--- config.mk ---
export PLATFORM = sky130hd
export DESIGN_NAME = updsi_top
export DESIGN_NICKNAME = d
export VERILOG_FILES = /design/src/core/updsi_pkg.sv /design/src/core/updsi_fifo.sv /design/src/core/updsi_top.sv
export SDC_FILE = /design/constraint.sdc
export NUM_CORES = 1
export LEC_CHECK = 0
export BUFFER_PORTS_ARGS = -buffer_cell sky130_fd_sc_hd__clkbuf_2
export CAP_MARGIN = 15
export CORE_ASPECT_RATIO = 0.5
export CORE_UTILIZATION = 62
export CTS_CLUSTER_DIAMETER = 40
export DETAILED_ROUTE_END_ITERATION = 6
export PLACE_DENSITY = 0.82
export SETUP_SLACK_MARGIN = 0.3
export SYNTH_ARGS = -nofsm -noshare
export SYNTH_HDL_FRONTEND = slang
export SYNTH_HIERARCHICAL = 1
export SYNTH_SLANG_ARGS = --single-unit
export TNS_END_PERCENT = 1
--- constraint.sdc ---
create_clock -name core_clk -period 2.5 [get_ports core_clk]
set_input_delay 0.75 -clock core_clk [delete_from_list [all_inputs] [get_ports core_clk]]
set_output_delay 0.75 -clock core_clk [all_outputs]
set_load 0.02 [all_outputs]
--- src/core/updsi_pkg.sv ---
package updsi_pkg;
    // clock and line timing
    localparam int CLK_HZ = 125_000_000;
    localparam int BAUD_DEFAULT = 115_200;
    localparam int OVERSAMPLE = 16;
    localparam int TICK_DIV_DEFAULT = CLK_HZ / (BAUD_DEFAULT * OVERSAMPLE);
    localparam logic [3:0] PHASE_LAST = 4'hF;
    localparam logic [3:0] PHASE_MID = 4'h8;
    localparam logic [3:0] IR_PULSE_TICKS = 4'h3;
    localparam logic [3:0] FRAME_LAST_BIT = 4'h9;
    localparam logic [3:0] STOP_BIT_INDEX = 4'h9;

    // data path sizes
    localparam int DATA_W = 8;
    localparam int FIFO_DEPTH = 16;
    localparam int BURST_LEVEL = 4;

    // reset and idle levels of the pad outputs
    localparam logic TXD_RESET = 1'b1;
    localparam logic IR_OUT_IDLE = 1'b0;
    localparam logic MODEM_OUT_RESET = 1'b0;

    // dma request lines toward the controller, active high
    typedef struct packed {
        logic txDmaSingleRequest;
        logic txDmaBurstRequest;
        logic rxDmaSingleRequest;
        logic rxDmaBurstRequest;
    } updsi_dma_req_t;

    // modem status pads, active low as they arrive
    typedef struct packed {
        logic clearToSendInN;
        logic carrierDetectInN;
        logic setReadyInN;
        logic ringIndicatorInN;
    } updsi_modem_in_t;

    // modem status as seen by software, active high
    typedef struct packed {
        logic clearToSend;
        logic carrierDetect;
        logic setReady;
        logic ringIndicator;
    } updsi_modem_flags_t;

    // modem control requests from the core, active high
    typedef struct packed {
        logic terminalReady;
        logic requestToSend;
        logic aux1;
        logic aux2;
    } updsi_modem_ctrl_t;

    // modem control pads, active low
    typedef struct packed {
        logic terminalReadyOutN;
        logic requestToSendOutN;
        logic auxOut1N;
        logic auxOut2N;
    } updsi_modem_out_t;
endpackage : updsi_pkg

--- src/core/updsi_fifo.sv ---
`timescale 1ns/10ps
module updsi_fifo #(
    parameter int WIDTH = 8,
    parameter int DEPTH = 16
) (
    input wire logic core_clk,
    input wire logic nrst,
    input wire logic inValid,
    input wire logic [WIDTH-1:0] inData,
    output logic inReady,
    output logic outValid,
    output logic [WIDTH-1:0] outData,
    input wire logic outReady,
    output logic [$clog2(DEPTH):0] level
);
    import updsi_pkg::*;

    localparam int AW = $clog2(DEPTH);

    logic [WIDTH-1:0] mem [DEPTH];
    logic [AW-1:0] wrPtr, rdPtr, next_wrPtr, next_rdPtr;
    logic [AW:0] count, next_count;
    logic full, empty, next_full, next_empty;
    logic push, pop;

    assign inReady = !full;
    assign outValid = !empty;
    assign outData = mem[rdPtr];
    assign level = count;
    assign push = inValid && !full;
    assign pop = outReady && !empty;

    // pointer and fill bookkeeping; flags are registered for clean outputs
    always_comb begin
        next_wrPtr = wrPtr;
        next_rdPtr = rdPtr;
        next_count = count;
        if (push) begin
            next_wrPtr = (wrPtr == AW'(DEPTH - 1)) ? '0 : wrPtr + 1'b1;
        end
        if (pop) begin
            next_rdPtr = (rdPtr == AW'(DEPTH - 1)) ? '0 : rdPtr + 1'b1;
        end
        if (push && !pop) begin
            next_count = count + 1'b1;
        end else if (pop && !push) begin
            next_count = count - 1'b1;
        end
        next_full = (next_count == (AW + 1)'(DEPTH));
        next_empty = (next_count == '0);
    end

    always_ff @(posedge core_clk or negedge nrst) begin
        if (!nrst) begin
            wrPtr <= '0;
            rdPtr <= '0;
            count <= '0;
            full <= 1'b0;
            empty <= 1'b1;
        end else begin
            wrPtr <= next_wrPtr;
            rdPtr <= next_rdPtr;
            count <= next_count;
            full <= next_full;
            empty <= next_empty;
        end
    end

    // storage entries; data needs no reset, only the flags guard it
    for (genvar i = 0; i < DEPTH; i++) begin : gEntry
        always_ff @(posedge core_clk) begin
            if (push && wrPtr == AW'(i)) begin
                mem[i] <= inData;
            end
        end
    end
endmodule : updsi_fifo

--- src/core/updsi_top.sv ---
// Function
// tx clear drops both tx dma requests
// rx clear drops both rx dma requests
// controller clears on last burst item
// shared scan enable, per-domain scan chains
// modem status inputs active low, readable
// infrared input idles high, low is zero
// serial output marks high during reset
// infrared output idles low, pulses on zero
// modem outputs active low, reset to zero
// resets assert async, release synchronously; the core takes nrst straight into its flops, with no release synchronizer
// dma request outputs are active high
// requests return after clear when condition holds
`timescale 1ns/10ps
module updsi_top #(
    parameter int TICK_DIV = updsi_pkg::TICK_DIV_DEFAULT,
    parameter int DEPTH = updsi_pkg::FIFO_DEPTH,
    parameter int BURST = updsi_pkg::BURST_LEVEL
) (
    input wire logic core_clk,
    input wire logic nrst,
    input wire logic irEnable,
    input wire logic [updsi_pkg::DATA_W-1:0] txData,
    input wire logic txValid,
    output logic txReady,
    output logic [updsi_pkg::DATA_W-1:0] rxData,
    output logic rxValid,
    input wire logic rxReady,
    output logic rxOverrun,
    input wire logic txDmaRequestClear,
    input wire logic rxDmaRequestClear,
    output updsi_pkg::updsi_dma_req_t dmaReq,
    input wire updsi_pkg::updsi_modem_in_t modemIn,
    output updsi_pkg::updsi_modem_flags_t modemFlags,
    input wire updsi_pkg::updsi_modem_ctrl_t modemCtrl,
    output updsi_pkg::updsi_modem_out_t modemOut,
    input wire logic serialRxIn,
    input wire logic infraredRxIn,
    output logic serialTxOut,
    output logic infraredTxOutN,
    input wire logic scanShiftEnable,
    input wire logic scanInBusDomain,
    input wire logic scanInRefDomain,
    output logic scanOutBusDomain,
    output logic scanOutRefDomain
);
    import updsi_pkg::*;

    localparam int LW = $clog2(DEPTH) + 1;
    localparam int DW = $clog2(TICK_DIV + 1);

    typedef enum logic {TX_IDLE, TX_SHIFT} updsi_tx_state_t;
    typedef enum logic {RX_IDLE, RX_BITS} updsi_rx_state_t;

    // baud divider: one-cycle tick at sixteen times the bit rate
    logic [DW-1:0] divCnt, next_divCnt;
    logic tick, next_tick;

    always_comb begin
        next_divCnt = divCnt + 1'b1;
        next_tick = 1'b0;
        if (divCnt == DW'(TICK_DIV - 1)) begin
            next_divCnt = '0;
            next_tick = 1'b1;
        end
    end

    always_ff @(posedge core_clk or negedge nrst) begin
        if (!nrst) begin
            divCnt <= '0;
            tick <= 1'b0;
        end else begin
            divCnt <= next_divCnt;
            tick <= next_tick;
        end
    end

    // fifos on both data paths
    logic txFifoValid, txFifoPop;
    logic [DATA_W-1:0] txFifoData;
    logic [LW-1:0] txLevel, rxLevel;
    logic rxPush, rxFifoReady, rxFifoValid, rxFifoPop;
    logic [DATA_W-1:0] rxWord, rxFifoData;
    logic txInReady;

    updsi_fifo #(.WIDTH(DATA_W), .DEPTH(DEPTH)) txFifo (
        .core_clk(core_clk),
        .nrst(nrst),
        // only a write seen with txReady high is taken
        .inValid(txValid && txReady),
        .inData(txData),
        .inReady(txInReady),
        .outValid(txFifoValid),
        .outData(txFifoData),
        .outReady(txFifoPop),
        .level(txLevel)
    );

    updsi_fifo #(.WIDTH(DATA_W), .DEPTH(DEPTH)) rxFifo (
        .core_clk(core_clk),
        .nrst(nrst),
        .inValid(rxPush),
        .inData(rxWord),
        .inReady(rxFifoReady),
        .outValid(rxFifoValid),
        .outData(rxFifoData),
        .outReady(rxFifoPop),
        .level(rxLevel)
    );

    // transmitter: 10-bit frame, lsb first, sixteen ticks per bit
    updsi_tx_state_t txState, next_txState;
    logic [9:0] txShift, next_txShift;
    logic [3:0] txBit, next_txBit, txPhase, next_txPhase;
    logic next_serialTxOut, next_infraredTxOutN;

    // frames start on a tick so the start bit gets full-length ticks
    assign txFifoPop = (txState == TX_IDLE) && tick;

    always_comb begin
        next_txState = txState;
        next_txShift = txShift;
        next_txBit = txBit;
        next_txPhase = txPhase;
        case (txState)
            TX_IDLE: begin
                if (txFifoValid && tick) begin
                    next_txShift = {1'b1, txFifoData, 1'b0};
                    next_txBit = '0;
                    next_txPhase = '0;
                    next_txState = TX_SHIFT;
                end
            end
            TX_SHIFT: begin
                if (tick) begin
                    next_txPhase = txPhase + 1'b1;
                    if (txPhase == PHASE_LAST) begin
                        next_txShift = {1'b1, txShift[9:1]};
                        next_txBit = txBit + 1'b1;
                        if (txBit == FRAME_LAST_BIT) begin
                            next_txState = TX_IDLE;
                        end
                    end
                end
            end
            default: next_txState = TX_IDLE;
        endcase
        next_serialTxOut = (txState == TX_SHIFT) ? txShift[0] : 1'b1;
        // infrared pulse only for a zero bit, first ticks of the bit
        next_infraredTxOutN = IR_OUT_IDLE;
        if (irEnable && txState == TX_SHIFT && !txShift[0]
                && txPhase < IR_PULSE_TICKS) begin
            next_infraredTxOutN = 1'b1;
        end
    end

    always_ff @(posedge core_clk or negedge nrst) begin
        if (!nrst) begin
            txState <= TX_IDLE;
            txShift <= '1;
            txBit <= '0;
            txPhase <= '0;
            serialTxOut <= TXD_RESET;
            infraredTxOutN <= IR_OUT_IDLE;
        end else begin
            txState <= next_txState;
            txShift <= next_txShift;
            txBit <= next_txBit;
            txPhase <= next_txPhase;
            serialTxOut <= next_serialTxOut;
            infraredTxOutN <= next_infraredTxOutN;
        end
    end

    // receiver; infrared pulses are short, so a bit counts as zero
    // if any low sample was seen, while the plain line uses mid-bit
    updsi_rx_state_t rxState, next_rxState;
    logic [3:0] rxBit, next_rxBit, rxPhase, next_rxPhase;
    logic [DATA_W-1:0] rxShift, next_rxShift, next_rxWord;
    logic rxMid, next_rxMid, rxSeenZero, next_rxSeenZero;
    logic next_rxPush, next_rxOverrun, rxLine, bitVal;

    assign rxLine = irEnable ? infraredRxIn : serialRxIn;

    always_comb begin
        next_rxState = rxState;
        next_rxBit = rxBit;
        next_rxPhase = rxPhase;
        next_rxShift = rxShift;
        next_rxMid = rxMid;
        next_rxSeenZero = rxSeenZero;
        next_rxWord = rxWord;
        next_rxPush = 1'b0;
        next_rxOverrun = 1'b0;
        bitVal = irEnable ? !(rxSeenZero || !rxLine) : rxMid;
        case (rxState)
            RX_IDLE: begin
                if (tick && !rxLine) begin
                    next_rxState = RX_BITS;
                    next_rxBit = '0;
                    next_rxPhase = 4'h1;
                    next_rxSeenZero = 1'b1;
                    next_rxMid = 1'b0;
                end
            end
            RX_BITS: begin
                if (tick) begin
                    next_rxPhase = rxPhase + 1'b1;
                    next_rxSeenZero = rxSeenZero || !rxLine;
                    if (rxPhase == PHASE_MID) begin
                        next_rxMid = rxLine;
                    end
                    if (rxPhase == PHASE_LAST) begin
                        next_rxBit = rxBit + 1'b1;
                        next_rxSeenZero = 1'b0;
                        if (rxBit == '0 && bitVal) begin
                            next_rxState = RX_IDLE; // false start
                        end else if (rxBit == STOP_BIT_INDEX) begin
                            next_rxState = RX_IDLE;
                            // framing errors are dropped silently
                            if (bitVal && rxFifoReady) begin
                                next_rxPush = 1'b1;
                                next_rxWord = rxShift;
                            end else if (bitVal) begin
                                next_rxOverrun = 1'b1;
                            end
                        end else if (rxBit != '0) begin
                            next_rxShift = {bitVal, rxShift[DATA_W-1:1]};
                        end
                    end
                end
            end
            default: next_rxState = RX_IDLE;
        endcase
    end

    always_ff @(posedge core_clk or negedge nrst) begin
        if (!nrst) begin
            rxState <= RX_IDLE;
            rxBit <= '0;
            rxPhase <= '0;
            rxShift <= '0;
            rxMid <= 1'b1;
            rxSeenZero <= 1'b0;
            rxWord <= '0;
            rxPush <= 1'b0;
            rxOverrun <= 1'b0;
        end else begin
            rxState <= next_rxState;
            rxBit <= next_rxBit;
            rxPhase <= next_rxPhase;
            rxShift <= next_rxShift;
            rxMid <= next_rxMid;
            rxSeenZero <= next_rxSeenZero;
            rxWord <= next_rxWord;
            rxPush <= next_rxPush;
            rxOverrun <= next_rxOverrun;
        end
    end

    // output stage so the user-side read port is registered
    logic [DATA_W-1:0] next_rxData;
    logic next_rxValid;

    assign rxFifoPop = rxFifoValid && (!rxValid || rxReady);

    always_comb begin
        next_rxData = rxData;
        next_rxValid = rxValid && !rxReady;
        if (rxFifoPop) begin
            next_rxData = rxFifoData;
            next_rxValid = 1'b1;
        end
    end

    // dma requests, pads, flags and scan; all registered
    updsi_dma_req_t next_dmaReq;
    updsi_modem_flags_t next_modemFlags;
    updsi_modem_out_t next_modemOut;
    logic next_txReady;

    always_comb begin
        // a clear held by the controller keeps requests low; once it
        // drops they rise again as soon as the level allows
        next_dmaReq.txDmaSingleRequest = !txDmaRequestClear
            && txLevel < LW'(DEPTH);
        next_dmaReq.txDmaBurstRequest = !txDmaRequestClear
            && txLevel <= LW'(DEPTH - BURST);
        next_dmaReq.rxDmaSingleRequest = !rxDmaRequestClear
            && rxLevel != '0;
        next_dmaReq.rxDmaBurstRequest = !rxDmaRequestClear
            && rxLevel >= LW'(BURST);
        next_txReady = txInReady && !(txValid && txLevel == LW'(DEPTH - 1));
        next_modemFlags.clearToSend = !modemIn.clearToSendInN;
        next_modemFlags.carrierDetect = !modemIn.carrierDetectInN;
        next_modemFlags.setReady = !modemIn.setReadyInN;
        next_modemFlags.ringIndicator = !modemIn.ringIndicatorInN;
        next_modemOut.terminalReadyOutN = !modemCtrl.terminalReady;
        next_modemOut.requestToSendOutN = !modemCtrl.requestToSend;
        next_modemOut.auxOut1N = !modemCtrl.aux1;
        next_modemOut.auxOut2N = !modemCtrl.aux2;
    end

    // scan hooks stand in for inserted chains; one enable, two chains
    always_ff @(posedge core_clk or negedge nrst) begin
        if (!nrst) begin
            rxData <= '0;
            rxValid <= 1'b0;
            txReady <= 1'b0;
            dmaReq <= '0;
            modemFlags <= '0;
            modemOut <= {4{MODEM_OUT_RESET}};
            scanOutBusDomain <= 1'b0;
            scanOutRefDomain <= 1'b0;
        end else begin
            rxData <= next_rxData;
            rxValid <= next_rxValid;
            txReady <= next_txReady;
            dmaReq <= next_dmaReq;
            modemFlags <= next_modemFlags;
            modemOut <= next_modemOut;
            scanOutBusDomain <= scanShiftEnable && scanInBusDomain;
            scanOutRefDomain <= scanShiftEnable && scanInRefDomain;
        end
    end
endmodule : updsi_top

# After elaboration in Yosys (flattened, before gate mapping)
# Memory sizes are Yosys's and may differ from the RTL's. A register that Yosys moved wholly into a read port is not among the register bits.
# Index checks and enable logic that the tools add are counted.
# classes
n_bitwise	4
n_mux	218
addsub	13
n_lt_le_gt_ge	4
n_reduce_logical	130
eq_ne	48
# op_table
operator	count
$mux W8	30
$reduce_or A8 Y1	30
$mux W4	43
$mux W1	128
$eq A4 B4 Y1 const B	23
$logic_and A1 B1 Y1	59
$add A4 B1 Y4 const B	8
$eq A4 B3 Y1 const B	8
$pmux W4 S2	4
$mux W10	3
$logic_not A1 Y1	25
$mux W5	4
$pmux W10 S2	1
$eq A4 B2 Y1 const B	4
$logic_not A4 Y1	3
$reduce_and A6 Y1	2
$add A5 B1 Y5 const B	2
$eq A5 B5 Y1 const B	2
$logic_not A5 Y1	2
$sub A5 B1 Y5 const B	2
$reduce_and A3 Y1	3
$eq A4 B1 Y1 const B	2
$ne A2 B1 Y1 const B	4
$pmux W1 S2	4
other kinds (14)	21
# totals
mem_count	2
wordCells	462
register_bits	104
ramBits	256
in_bits	28
output_inout_bits	27
# mem_list
memory	words	width	rd	rd_ports_with_merged_regs	wr	line_no	text
rxFifo.mem	16	8	1	1	1	updsi_fifo.sv:20	logic [WIDTH-1:0] mem [DEPTH];
txFifo.mem	16	8	1	0	1	updsi_fifo.sv:20	

# Longest topological paths before layout
# logic_depth
depth_word	21
mapped_depth	10

# Modules after synthesis
# Netlist, hierarchy kept.
# by_module_without_submodules
mod	cells_each	seq_area_each_um2	area_per_inst_um2	n_inst
updsi_fifo	306	4220.3	5816.8	2
updsi_top	293	2040.7	3479.6	1

# Worst setup path before layout
# No wires, ideal clock.
# synth_timing
kind	in2reg
start	in rxReady
end	reg rxFifo.full
slack_ns	0.369
setup_ns	0.132
t_arrival_ns	1.999
path_stages	9
cell_sequence	nand2b_1 -> nand2_1 -> inv_1 -> nor2b_1 -> buf_2 -> nor2_1 -> nor4_1 -> o32ai_1 -> nor3_1
# synth_via
elab_chain_len	7
elab_cells_between_ends	9
classes_between	eq/ne (1); mux (2); reduce/logical (6)
# synth_lines
item	line_no	text
from (decl)	updsi_top.sv:28	input wire logic rxReady,
$logic_or A1 B1 Y1 (*)	updsi_top.sv:265	assign rxFifoPop = rxFifoValid && (!rxValid || rxReady);
$logic_and A1 B1 Y1 (*)	updsi_top.sv:265	
via rxFifoPop	updsi_top.sv:82	logic rxPush, rxFifoReady, rxFifoValid, rxFifoPop;
$logic_and A1 B1 Y1 (*)	updsi_fifo.sv:31	assign pop = outReady && !empty;
$logic_and A1 B1 Y1 / $logic_not A1 Y1 (equally long branches)	updsi_fifo.sv:46, updsi_fifo.sv:44	
$mux W5 / $logic_and A1 B1 Y1 (equally long branches)	updsi_fifo.sv:46, updsi_fifo.sv:44	
$mux W5 (*)	updsi_fifo.sv:44	if (push && !pop) begin
$eq A5 B5 Y1 (*)	updsi_fifo.sv:49	next_full = (next_count == (AW + 1)'(DEPTH));
via rxFifo.next_full	updsi_fifo.sv:23	logic full, empty, next_full, next_empty;
to (signal assigned)	updsi_fifo.sv:64	full <= next_full;
to (decl)	updsi_fifo.sv:23	
# The timed path passes the listed nets; every way through them passes the cells marked *.
# A chain may end at the register's enable or synchronous reset.

# Worst setup path after layout
# layout_timing
start	reg txFifo.rdPtr[0]
end	reg txShift[3]
# layout_via
elab_chain_len	3
# layout_lines
item	line_no	text
from (decl)	updsi_fifo.sv:21	logic [AW-1:0] wrPtr, rdPtr, next_wrPtr, next_rdPtr;
from (signal assigned)	updsi_fifo.sv:62	rdPtr <= next_rdPtr;
$mem_v2 Z16 W8	n/a	
via txFifoData[2]	updsi_top.sv:80	logic [DATA_W-1:0] txFifoData;
$mux W10	updsi_top.sv:127	if (txFifoValid && tick) begin
$pmux W10 S2	updsi_top.sv:125	case (txState)
to (signal assigned)	updsi_top.sv:167	txShift <= next_txShift;
to (decl)	updsi_top.sv:113	logic [9:0] txShift, next_txShift;
# The timed path passes the listed nets, and every way through them passes these cells. The select of a mux whose other input is x is not followed.

==> flow_summary.ini <==
[status]
outcome = complete, no violations

[floorplanning]
core_um2 = 23400
floorplan.die.width_um = 223
fp-row-count = 39
floorplan.initialDensity_pct = 64.7
die_y_um = 112
fp.dieArea_um2 = 25000
ioPinCount = 55

[yosys]
synth.net_count = 957
post_synth.cell_area_avg_um2 = 16.7
primary_flip_flop_cell_chosen_by_synthesis_mapping = sky130_fd_sc_hd__edfxtp_1
synth_edf_count = 256
async_flop_share_pct = 30.2
synth.ff_latch_count = 367
sequential_fraction_of_the_synthesis_area_pct = 69.4
synth_warnings = 6
synthCells = 905
synthDistinctLibCells = 56
synth.cell_area_um2 = 15100

[setup_path]
timing.critical_path.fanout_max = 24
cp.buffers_inverters = 1
timing_worst_setup_path_type = register to register
critical-path-top-delay-family = multiplexers
critical_path.max_stage_delay_ns = 0.58
crit_slowest_cell = sky130_fd_sc_hd__dfrtp_4
worst_path_arrival_ns = 2.49
timing.critical_path.from_type = register
critical_path.endpoint_type = register
critical_path_required_ns = 2.92
critical_path.cell_chain = buf_12, mux4_2, a22oi_1, nand2_1, mux2i_1, o21ai_0

[sta]
max_slew_margin_pct = 45.6
hold_viol_final = 0
tightestPinTransition_ns = 0.814
setup-violations-final = 0
unrepaired_setup_endpoints_after_global_routing = yes
timing_max_transition_violations_final = 0
timing.clock.skew_ns = 0.0234
hold_slack_ns = 0.160
fmax_mhz = 483
final.period_utilization_pct = 82.8
finalCriticalPeriod_ns = 2.07
setup_tns_ns = 0

[detailed_routing]
drc = 0
antenna_left = 0
detailedRoute.firstPassIterationCount = 5
detail_route.vias_per_cell = 6.23
drt-wirelength-per-cell_um = 22.2
via_count = 8136
drt_wl_total_um = 28900
first_iter_violations = 701

[placement]
dpl_cell_area_um2 = 15700
buffer_ports.inserted = 54
placed_cells_incl_taps = 1245
gp_congestion = 0.879
place_hpwl_um = 17700

[power]
sum_of_internal_switching_and_leakage_power_w = 0.0128
cellPowerDensity_nw_per_um2 = 763
power.static_leakage_nw = 5.91
net-switching-power_w = 0.00294
power.ir.vdd_worst_mv = 0.539
pwr-share-seq_pct = 54.6
switch_share_pct = 23.0
p_int_w = 0.00985
pwr-share-clk_pct = 38.9
share_comb_of_total_power_pct = 6.5

[finish]
mostFrequentLayoutCell = sky130_fd_sc_hd__edfxtp_1
design.final.nets = 1026
design_area_um2 = 16800
layout-area-overhead-vs-synth_pct = 11.0
fraction_of_final_layout_cells_with_drive_strength_greater_than_1_pct = 19.2
diodes = 0
most-common-layout-cells = sky130_fd_sc_hd__edfxtp_1, sky130_fd_sc_hd__dfrtp_1, sky130_fd_sc_hd__nand2_1, sky130_fd_sc_hd__clkbuf_2, sky130_fd_sc_hd__and2_1
stdcell_count = 1306

[grt]
antenna_found_initial = 0
grt_pass1_vias = 8219
grt_first_pass_wirelength_um = 45900
grt_max_degree = 66
grt_overflow = 0
total_global_routing_track_utilization_pct = 24.2

[clock_network]
cts-htree-levels = 2
clock-root-buffer = sky130_fd_sc_hd__clkbuf_16
clk-insertion-delay-late_ns = 0.52
path_clk_slew_ns = 0.07
cts_tree = done
numCtsBuffers = 34
cts-hold-fix-buffers = 0
clock_sink_count = 367
clk_path_buf_depth = 3

[flow_run]
drv_cap = 0

[hold_path]
min_path_type = input port to asynchronous set/reset pin
-- power groups by stage --
stage / registers (W) / logic, W / clock network (W)
2_1_floorplan: 0.00705 / 0.000478 / 0
3_3_place_gp: 0.00707 / 0.000760 / 0
3_5_place_dp: 0.00709 / 0.000816 / 0
4_1_cts: 0.00697 / 0.000830 / 0.00506
5_1_grt: 0.00700 / 0.000904 / 0.00530
6_report: 0.00698 / 0.000833 / 0.00498
-- timing repair --
item | in CTS | in global routing
buffers inserted | 0 | 0
endpoints found under the hold margin | 0 | 0
setup endpoints to repair | 0 | 6
resized for setup | 0 | 1
-- registers in the layout, summed over array words and instances, names as in the netlist, 7 cells and up --
signal	flops
rxFifo/mem	128
txFifo/mem	128
txShift	9
rxData	8
rxShift	8
rxWord	8
divCnt	7
-- cell type report --
cell class	count	area (µm²)
Clock inverter	18	138
Clock buffer	43	926
Timing Repair Buffer	67	420
Sequential cell	367	10500
Multi-Input combinational cell	469	4280
Fill cell	1338	6600
Tap cell	307	384
Inverter	35	131
-- stage by stage --
step,setup slack [ns],util [%]
floorplan,0.369,-
finish,0.429,71.7
global route,0.276,71.7
global placement,0.208,67.2
detailed placement,0.139,67.2
CTS,0.369,71.7
-- layer usage --
| layer | GRT usage (%) | share of wire [%] | vias to the layer above |
|---|---|---|---|
| li1 | - | - | 3632 |
| met1 | 34.2 | 43 | 4160 |
| met2 | 39.3 | 49 | 290 |
| met3 | 4.76 | 6.1 | 54 |
| met4 | 6.71 | 1.9 | 0 |
| met5 | 0 | 0 | - |
-- Yosys cell counts, types with 3 or more instances --
library cell,n,area (µm²)
sky130_fd_sc_hd__mux2_2,23,259
sky130_fd_sc_hd__xor2_1,4,35.0
sky130_fd_sc_hd__xnor2_1,15,131
sky130_fd_sc_hd__nor4_1,3,18.8
sky130_fd_sc_hd__dfrtp_1,98,2450
sky130_fd_sc_hd__nor2_1,29,109
sky130_fd_sc_hd__a22oi_1,32,240
sky130_fd_sc_hd__ha_1,24,300
sky130_fd_sc_hd__buf_6,4,45.0
sky130_fd_sc_hd__a22o_1,8,70.1
sky130_fd_sc_hd__and2_1,39,244
sky130_fd_sc_hd__inv_1,35,131
sky130_fd_sc_hd__and3_1,7,43.8
sky130_fd_sc_hd__nand3_1,28,140
sky130_fd_sc_hd__clkbuf_1,8,30.0
sky130_fd_sc_hd__buf_2,12,60.1
sky130_fd_sc_hd__mux2i_1,10,100
sky130_fd_sc_hd__o21a_1,3,22.5
sky130_fd_sc_hd__buf_1,5,18.8
sky130_fd_sc_hd__nor3_1,12,60.1
sky130_fd_sc_hd__o21ai_0,35,175
sky130_fd_sc_hd__buf_4,3,22.5
sky130_fd_sc_hd__edfxtp_1,256,7690
sky130_fd_sc_hd__nor2b_1,10,62.6
sky130_fd_sc_hd__nand4_1,5,31.3
sky130_fd_sc_hd__nand2b_1,8,50.1
sky130_fd_sc_hd__dfstp_2,13,342
sky130_fd_sc_hd__mux4_1,36,946
sky130_fd_sc_hd__o22ai_1,4,25.0
sky130_fd_sc_hd__mux4_2,28,631
sky130_fd_sc_hd__nand2_1,64,240
sky130_fd_sc_hd__a21oi_1,7,35.0
-- cells by family after synthesis --
kind of cell / synth area share, %
AOI/OAI and AO/OA: 4.73
DFF: 69.4
and+or+nand+nor: 7.72
adders and majority gates: 1.99
xor gates and xnor gates: 1.10
buffers and inverters: 2.30
muxes: 12.8
-- worst paths after layout --
path / from / to / slack (ns) / cells past startpoint
setup reg to reg: txFifo/rdPtr[0] / txShift[3] / 0.43 / 6
hold / removal: nrst / divCnt[1] / 0.16 / 1
min in group core_clk: modemCtrl[0] / modemOut[0] / 0.37 / 2
max in group asynchronous: nrst / serialTxOut / 1.59 / 2
setup / recovery: txFifo/rdPtr[0] / txShift[3] / 0.43 / 6
hold reg to reg: txShift[8] / txShift[8] / 0.47 / 2
No activity file was read; power rests on OpenSTA's default activity.
